`config.mk`:
```
export PLATFORM = sky130hd
export DESIGN_NAME = ccq_top
export DESIGN_NICKNAME = d
export VERILOG_FILES = /design/src/rtl/ccq_dual_rail.v /design/src/rtl/ccq_top.v
export VERILOG_INCLUDE_DIRS = /design/src /design/src/rtl
export SDC_FILE = /design/constraint.sdc
export NUM_CORES = 1
export LEC_CHECK = 0
export BUFFER_PORTS_ARGS = -buffer_cell sky130_fd_sc_hd__buf_2
export CAP_MARGIN = 10
export CORE_AREA = 2 2 68 70
export CTS_CLUSTER_DIAMETER = 30
export DETAILED_ROUTE_END_ITERATION = 10
export DIE_AREA = 0 0 70 72
export PLACE_DENSITY = 0.66
export SYNTH_ARGS = -nofsm -noshare
export SYNTH_HDL_FRONTEND = slang
export SYNTH_SLANG_ARGS = --single-unit
```
`constraint.sdc`:
```
create_clock -name clock -period 2 [get_ports clock]
set_clock_uncertainty 0.2 [all_clocks]
set_input_delay 0.1 -clock clock [delete_from_list [all_inputs] [get_ports clock]]
set_output_delay 0.1 -clock clock [all_outputs]
set_load 0.01 [all_outputs]
```
`src/rtl/ccq_map.vh`:
```
// Constants for the cluster clock quiesce handshake block
`ifndef CCQ_MAP_VH
`define CCQ_MAP_VH

// Channel positions inside the packed per-domain vectors
`define CCQ_CH_SHARED 0
`define CCQ_CH_DEBUG 1
`define CCQ_CH_TRACE 2
`define CCQ_CH_INTC 3
`define CCQ_NUM_CH 4

// One-hot channel states
`define CCQ_ST_RUN 3'h1
`define CCQ_ST_STOPPED 3'h2
`define CCQ_ST_REFUSED 3'h4

// Field positions inside the packed response vector
`define CCQ_F_NEEDED 0
`define CCQ_F_ACCEPT 4
`define CCQ_F_REFUSE 8
`define CCQ_RESP_W 12

// Reset values: no clock needed, no accept (high), refuse idle per polarity
`define CCQ_RST_NEEDED 4'h0
`define CCQ_RST_ACCEPT_LOW 4'hF
// Trace refuse output idles high because it is active low
`define CCQ_REFUSE_LOW_MASK 4'h4

`endif

```
`src/rtl/ccq_dual_rail.v`:
```
// Output register that drives each bit together with its registered inverse
`timescale 1ns/1ns
module ccq_dual_rail #(
    parameter WIDTH = 12,
    parameter [WIDTH-1:0] RESET_VALUE = {WIDTH{1'h0}}
) (
    input wire clock,
    input wire reset,
    input wire [WIDTH-1:0] next_value,
    output reg [WIDTH-1:0] value,
    output reg [WIDTH-1:0] value_inverse
);

    // Two separate flops so a stuck bit on one rail shows up as a mismatch
    always @(posedge clock) begin
        if (reset) begin
            value <= RESET_VALUE;
            value_inverse <= ~RESET_VALUE;
        end else begin
            value <= next_value;
            value_inverse <= ~next_value;
        end
    end

endmodule // ccq_dual_rail

```
`src/rtl/ccq_top.v`:
```
// Four-domain clock-gating quiesce handshake, cluster side
`timescale 1ns/1ns
`include "ccq_map.vh"
module ccq_top #(
    parameter [`CCQ_NUM_CH-1:0] REFUSE_LOW_MASK = `CCQ_REFUSE_LOW_MASK
) (
    input wire clock,
    input wire reset,
    // Cluster-side busy indications, one per domain
    input wire shared_clk_busy,
    input wire debug_clk_busy,
    input wire trace_clk_busy,
    input wire intc_clk_busy,
    // Shared cluster clock channel
    output wire shared_clk_needed,
    output wire shared_clk_needed_inverse,
    input wire shared_clk_gate_request_low,
    input wire shared_clk_request_inverse,
    output wire shared_clk_gate_accept_low,
    output wire shared_clk_accept_inverse,
    output wire shared_clk_gate_refuse,
    output wire shared_clk_refuse_inverse,
    // Debug peripheral clock channel
    output wire debug_clk_needed,
    output wire debug_clk_needed_inverse,
    input wire debug_clk_gate_request_low,
    input wire debug_clk_request_inverse,
    output wire debug_clk_gate_accept_low,
    output wire debug_clk_accept_inverse,
    output wire debug_clk_gate_refuse,
    output wire debug_clk_refuse_inverse,
    // Trace bus clock channel
    output wire trace_clk_needed,
    output wire trace_clk_needed_inverse,
    input wire trace_clk_gate_request_low,
    input wire trace_clk_request_inverse,
    output wire trace_clk_gate_accept_low,
    output wire trace_clk_accept_inverse,
    output wire trace_clk_gate_refuse,
    output wire trace_clk_refuse_inverse,
    // Interrupt controller clock channel
    output wire intc_clk_needed,
    output wire intc_clk_needed_inverse,
    input wire intc_clk_gate_request_low,
    input wire intc_clk_request_inverse,
    output wire intc_clk_gate_accept_low,
    output wire intc_clk_accept_inverse,
    output wire intc_clk_gate_refuse,
    output wire intc_clk_refuse_inverse,
    // Request pair mismatch, one per domain
    output wire shared_clk_check_fault,
    output wire debug_clk_check_fault,
    output wire trace_clk_check_fault,
    output wire intc_clk_check_fault
);

    // A request counts only while its inverse twin agrees with it
    function pair_ok;
        input level_low;
        input level_inverse;
        begin
            pair_ok = (level_inverse == ~level_low);
        end
    endfunction

    // One-hot state test; an illegal code matches nothing and reads as idle
    function in_state;
        input [2:0] state_code;
        input [2:0] wanted;
        begin
            in_state = (state_code == wanted);
        end
    endfunction

    // Applies the pin polarity of one domain to its refusal level
    function refuse_pin;
        input refusing;
        input active_low;
        begin
            refuse_pin = refusing ^ active_low;
        end
    endfunction

    wire [`CCQ_NUM_CH-1:0] busy;
    wire [`CCQ_NUM_CH-1:0] req_low;
    wire [`CCQ_NUM_CH-1:0] req_inverse;
    wire [`CCQ_RESP_W-1:0] next_resp;
    wire [`CCQ_RESP_W-1:0] resp;
    wire [`CCQ_RESP_W-1:0] resp_inverse;
    wire [`CCQ_NUM_CH-1:0] fault;

    assign busy = {intc_clk_busy, trace_clk_busy, debug_clk_busy, shared_clk_busy};
    assign req_low = {intc_clk_gate_request_low, trace_clk_gate_request_low,
                      debug_clk_gate_request_low, shared_clk_gate_request_low};
    assign req_inverse = {intc_clk_request_inverse, trace_clk_request_inverse,
                          debug_clk_request_inverse, shared_clk_request_inverse};

    genvar ch;
    generate
        for (ch = 0; ch < `CCQ_NUM_CH; ch = ch + 1) begin : g_channel
            reg [2:0] state;
            reg [2:0] next_state;
            wire req_on;
            wire req_off;
            wire ok;
            reg fault_bit;
            wire stopping;
            wire refusing;

            assign ok = pair_ok(req_low[ch], req_inverse[ch]);
            assign req_on = ok & ~req_low[ch];
            assign req_off = pair_ok(req_low[ch], req_inverse[ch]) & req_low[ch];

            always @* begin
                next_state = state;
                case (state)
                    `CCQ_ST_RUN: begin
                        // Refuse while the cluster still needs the clock
                        if (req_on) begin
                            next_state = busy[ch] ? `CCQ_ST_REFUSED : `CCQ_ST_STOPPED;
                        end
                    end
                    `CCQ_ST_STOPPED: begin
                        if (req_off) begin
                            next_state = `CCQ_ST_RUN;
                        end
                    end
                    `CCQ_ST_REFUSED: begin
                        if (req_off) begin
                            next_state = `CCQ_ST_RUN;
                        end
                    end
                    default: begin
                        next_state = `CCQ_ST_RUN;
                    end
                endcase
            end

            // A mismatched pair freezes the channel rather than guessing a level
            always @(posedge clock) begin
                if (reset) begin
                    state <= `CCQ_ST_RUN;
                end else begin
                    state <= next_state;
                end
            end

            always @(posedge clock) begin
                if (reset) begin
                    fault_bit <= 1'h0;
                end else begin
                    fault_bit <= ~ok;
                end
            end
            assign fault[ch] = fault_bit;

            assign stopping = in_state(next_state, `CCQ_ST_STOPPED);
            assign refusing = in_state(next_state, `CCQ_ST_REFUSED);
            assign next_resp[`CCQ_F_NEEDED + ch] = busy[ch];
            assign next_resp[`CCQ_F_ACCEPT + ch] = ~stopping;
            // Trace refuse stays low-active; clear its mask bit if that polarity
            // turns out to be a misprint, the rest of the channel is unaffected
            assign next_resp[`CCQ_F_REFUSE + ch] = refuse_pin(refusing, REFUSE_LOW_MASK[ch]);
        end
    endgenerate

    ccq_dual_rail #(
        .WIDTH(`CCQ_RESP_W),
        .RESET_VALUE({REFUSE_LOW_MASK, `CCQ_RST_ACCEPT_LOW, `CCQ_RST_NEEDED})
    ) u_resp (
        .clock(clock),
        .reset(reset),
        .next_value(next_resp),
        .value(resp),
        .value_inverse(resp_inverse)
    );

    // Each pin and its twin come from separate flops inside u_resp
    assign shared_clk_needed = resp[`CCQ_F_NEEDED + `CCQ_CH_SHARED];
    assign shared_clk_needed_inverse = resp_inverse[`CCQ_F_NEEDED + `CCQ_CH_SHARED];
    assign shared_clk_gate_accept_low = resp[`CCQ_F_ACCEPT + `CCQ_CH_SHARED];
    assign shared_clk_accept_inverse = resp_inverse[`CCQ_F_ACCEPT + `CCQ_CH_SHARED];
    assign shared_clk_gate_refuse = resp[`CCQ_F_REFUSE + `CCQ_CH_SHARED];
    assign shared_clk_refuse_inverse = resp_inverse[`CCQ_F_REFUSE + `CCQ_CH_SHARED];

    assign debug_clk_needed = resp[`CCQ_F_NEEDED + `CCQ_CH_DEBUG];
    assign debug_clk_needed_inverse = resp_inverse[`CCQ_F_NEEDED + `CCQ_CH_DEBUG];
    assign debug_clk_gate_accept_low = resp[`CCQ_F_ACCEPT + `CCQ_CH_DEBUG];
    assign debug_clk_accept_inverse = resp_inverse[`CCQ_F_ACCEPT + `CCQ_CH_DEBUG];
    assign debug_clk_gate_refuse = resp[`CCQ_F_REFUSE + `CCQ_CH_DEBUG];
    assign debug_clk_refuse_inverse = resp_inverse[`CCQ_F_REFUSE + `CCQ_CH_DEBUG];

    assign trace_clk_needed = resp[`CCQ_F_NEEDED + `CCQ_CH_TRACE];
    assign trace_clk_needed_inverse = resp_inverse[`CCQ_F_NEEDED + `CCQ_CH_TRACE];
    assign trace_clk_gate_accept_low = resp[`CCQ_F_ACCEPT + `CCQ_CH_TRACE];
    assign trace_clk_accept_inverse = resp_inverse[`CCQ_F_ACCEPT + `CCQ_CH_TRACE];
    assign trace_clk_gate_refuse = resp[`CCQ_F_REFUSE + `CCQ_CH_TRACE];
    assign trace_clk_refuse_inverse = resp_inverse[`CCQ_F_REFUSE + `CCQ_CH_TRACE];

    assign intc_clk_needed = resp[`CCQ_F_NEEDED + `CCQ_CH_INTC];
    assign intc_clk_needed_inverse = resp_inverse[`CCQ_F_NEEDED + `CCQ_CH_INTC];
    assign intc_clk_gate_accept_low = resp[`CCQ_F_ACCEPT + `CCQ_CH_INTC];
    assign intc_clk_accept_inverse = resp_inverse[`CCQ_F_ACCEPT + `CCQ_CH_INTC];
    assign intc_clk_gate_refuse = resp[`CCQ_F_REFUSE + `CCQ_CH_INTC];
    assign intc_clk_refuse_inverse = resp_inverse[`CCQ_F_REFUSE + `CCQ_CH_INTC];

    assign shared_clk_check_fault = fault[`CCQ_CH_SHARED];
    assign debug_clk_check_fault = fault[`CCQ_CH_DEBUG];
    assign trace_clk_check_fault = fault[`CCQ_CH_TRACE];
    assign intc_clk_check_fault = fault[`CCQ_CH_INTC];

endmodule // ccq_top

```
==> results_dict.tcl <==
set metrics [dict create \
    powerDensity_nw_per_um2 844 \
    wl_met3_um 145 \
    gp_congestion 0.726 \
    pin_count 42 \
    yosys.cell_types.count 25 \
    seq_area_frac_synth 0.543 \
    dp.cells 222 \
    insertion_delay_ns 0.29 \
    highest_layer "met4" \
    yosys_warnings 0 \
    postSynthAreaPerCell_um2 11.3 \
    drv_slew 0 \
    cts_tree "yes" \
    wl_per_cell_um 11.5 \
    ys_ff_latch 40 \
    die_w_um 70 \
    hpwl_mm 1.92 \
    synthToLayoutAreaGrowth_pct 30.5 \
    postCtsResizedCells 0 \
    std_cell_rows 24 \
    via_per_inst 4.91 \
    p_total_uw 1630 \
    clock-sinks 40 \
    grt_setup_unrepaired "no" \
    grt_max_degree 24 \
    endpoint_kind "flop" \
    cts-buffers-inserted 5 \
    dr_total_vias 1168 \
    netlist_instances 131 \
    status "complete, no violations" \
    wl_met2_mm 1.33 \
    drive_gt1_frac 0.263 \
    fin_crit_sh 0.873 \
    dieArea_um2 5040 \
    maxCapViolCount 0 \
    layout.nets 207 \
    first_iter_violations 26 \
    grt_pass1_wl_mm 4.82 \
    hold_path_class "in -> reg" \
    static-leakage-power_uw 0.000843 \
    fmax_ghz 0.573 \
    syn_nets 153 \
    cts_root_buffer "clkbuf_8" \
    min_period_ns 1.75 \
    vdd_drop_max_v 0.000394 \
    dr.pass1.iters 3 \
    antenna_found_initial 0 \
    worstPathRequired_ns 1.98 \
    fin_util 0.452 \
    worstPathArrival_ns 1.72 \
    portBuffers 41 \
    setup-tns-final_ns 0 \
    final-hold-violation-count 0 \
    cts.path.max_buffers 2 \
    synth_area_um2 1480 \
    ctsHtreeMaxLevel 2 \
    cp_max_fo 3 \
    clk_pin_slew_ns 0.07 \
    finalSetupViolations 0 \
    die_h_um 72 \
    instances_no_fill 238 \
    drc_errors 0 \
    tightest_slew_ns 0.454 \
    relSlewSlack 0.693 \
    grt_pass1_vias 1163 \
    grtUsageTotal 0.119 \
    cp-start-kind "input pin" \
    grt.overflow.total 0 \
    wl_met1_mm 1.23 \
    ant_nets 0 \
    criticalPathCategory "in -> reg" \
    diodes 0 \
    wl_mm 2.75 \
    initial_core_util 0.346 \
    coreArea_um2 4260 \
]
synth_stat cells:
cell | number | share of area
and3b_1 | 1 | 0.0059
and4b_1 | 1 | 0.0068
nand2b_1 | 1 | 0.0042
or3b_1 | 2 | 0.012
buf_1 | 1 | 0.0025
o32a_1 | 1 | 0.0068
or4b_4 | 1 | 0.0093
nor4bb_1 | 7 | 0.047
a211oi_1 | 4 | 0.020
nor3b_1 | 5 | 0.025
o21a_1 | 10 | 0.051
dfxtp_1 | 40 | 0.54
clkbuf_1 | 1 | 0.0025
o32ai_1 | 2 | 0.012
nand4b_1 | 2 | 0.012
o311ai_0 | 1 | 0.0059
nor2b_1 | 7 | 0.030
a211o_1 | 2 | 0.012
ha_1 | 8 | 0.068
nor4b_1 | 6 | 0.036
nand3b_1 | 1 | 0.0051
inv_1 | 13 | 0.033
o31ai_1 | 4 | 0.020
o21ai_0 | 5 | 0.017
nor2_1 | 5 | 0.013
power breakdown:
part	internal [uW]	switching [uW]
clock	370	268
combinational	71.1	69.0
sequential	829	18.2
routing by layer:
metal / GRT usage / up-vias
li1: - / 585
met1: 0.127 / 551
met2: 0.215 / 26
met3: 0.0417 / 6
met4: 0.0513 / 0
met5: 0 / -
placed cells by master (no fill, tap or decap), drive strengths merged, types with 4 or more instances in the layout:
cell         netlist  final
dfxtp             40     40
nor4b              6      6
nor4bb             7      7
buf                1     41
inv               13     13
nor2               5      5
nor3b              5      5
dlygate4sd3        0      8
nor2b              7      7
ha                 8      8
clkbuf             1      6
a211oi             4      4
o31ai              4      4
o21a              10     10
o21ai              5      5
critical path, stage by stage:
cell	delay, ns
dlygate4sd3_1	0.52
buf_2	0.11
inv_1	0.04
ha_1	0.21
or4b_4	0.56
o32a_1	0.18
worst paths after layout:
| kind | from | to | slack (ns) | cells past startpoint |
|---|---|---|---|---|
| min | shared_clk_gate_request_low | shared_clk_check_fault$_SDFF_PP0_ | 0.02 | 4 |
| max reg2reg | g_channel[3].state[2]$_SDFF_PP0_ | u_resp.value_inverse[11]$_SDFF_PP1_ | 0.58 | 2 |
| min reg2reg | g_channel[2].state[1]$_SDFF_PP0_ | g_channel[2].state[2]$_SDFF_PP0_ | 0.38 | 1 |
| max | intc_clk_request_inverse | u_resp.value_inverse[11]$_SDFF_PP1_ | 0.25 | 6 |
repair_timing:
action                                 CTS  global route
buffers inserted                         0             0
endpoints found under the hold margin   27             0
hold buffers                             8             0
metrics by stage:
stage / cell area (um2) / hold WS, ns / setup WS, ns
global route: 1930 / 0.0347 / 0.210
detailed placement: 1740 / 0.199 / 0.497
global placement: 1740 / 0.196 / 0.517
floorplan: 1480 / -0.0169 / 0.652
finish: 1930 / 0.0198 / 0.253
CTS: 1930 / 0.0162 / 0.280
flip-flops by register name, summed over array words and instances (netlist names):
| register | count |
|---|---|
| g_channel.state | 12 |
| u_resp.value | 12 |
| intc_clk_check_fault | 1 |
| debug_clk_check_fault | 1 |
| shared_clk_check_fault | 1 |
| u_resp.value_inverse | 12 |
| trace_clk_check_fault | 1 |
logic make-up (layout without fill, tap and decap cells):
| kind of cell | after synthesis | count (layout) | share of synthesized area |
|---|---|---|---|
| AO/OA/AOI/OAI | 29 | 29 | 0.145 |
| adder cells (fa/ha/maj) | 8 | 8 | 0.0679 |
| buffers and inverters | 15 | 70 | 0.0382 |
| flip-flops | 40 | 40 | 0.543 |
| AND/OR/NAND/NOR | 39 | 39 | 0.206 |
cell type report:
| cell class | count | area, um2 |
|---|---|---|
| clock buffer | 6 | 72.6 |
| clock inverter | 2 | 35.0 |
| fill | 455 | 2340 |
| inverter | 13 | 48.8 |
| multi-input combinational | 76 | 618 |
| sequential | 40 | 801 |
| tap | 52 | 65.1 |
| timing repair buffer | 49 | 285 |
No activity file was read; power rests on OpenSTA's default activity.
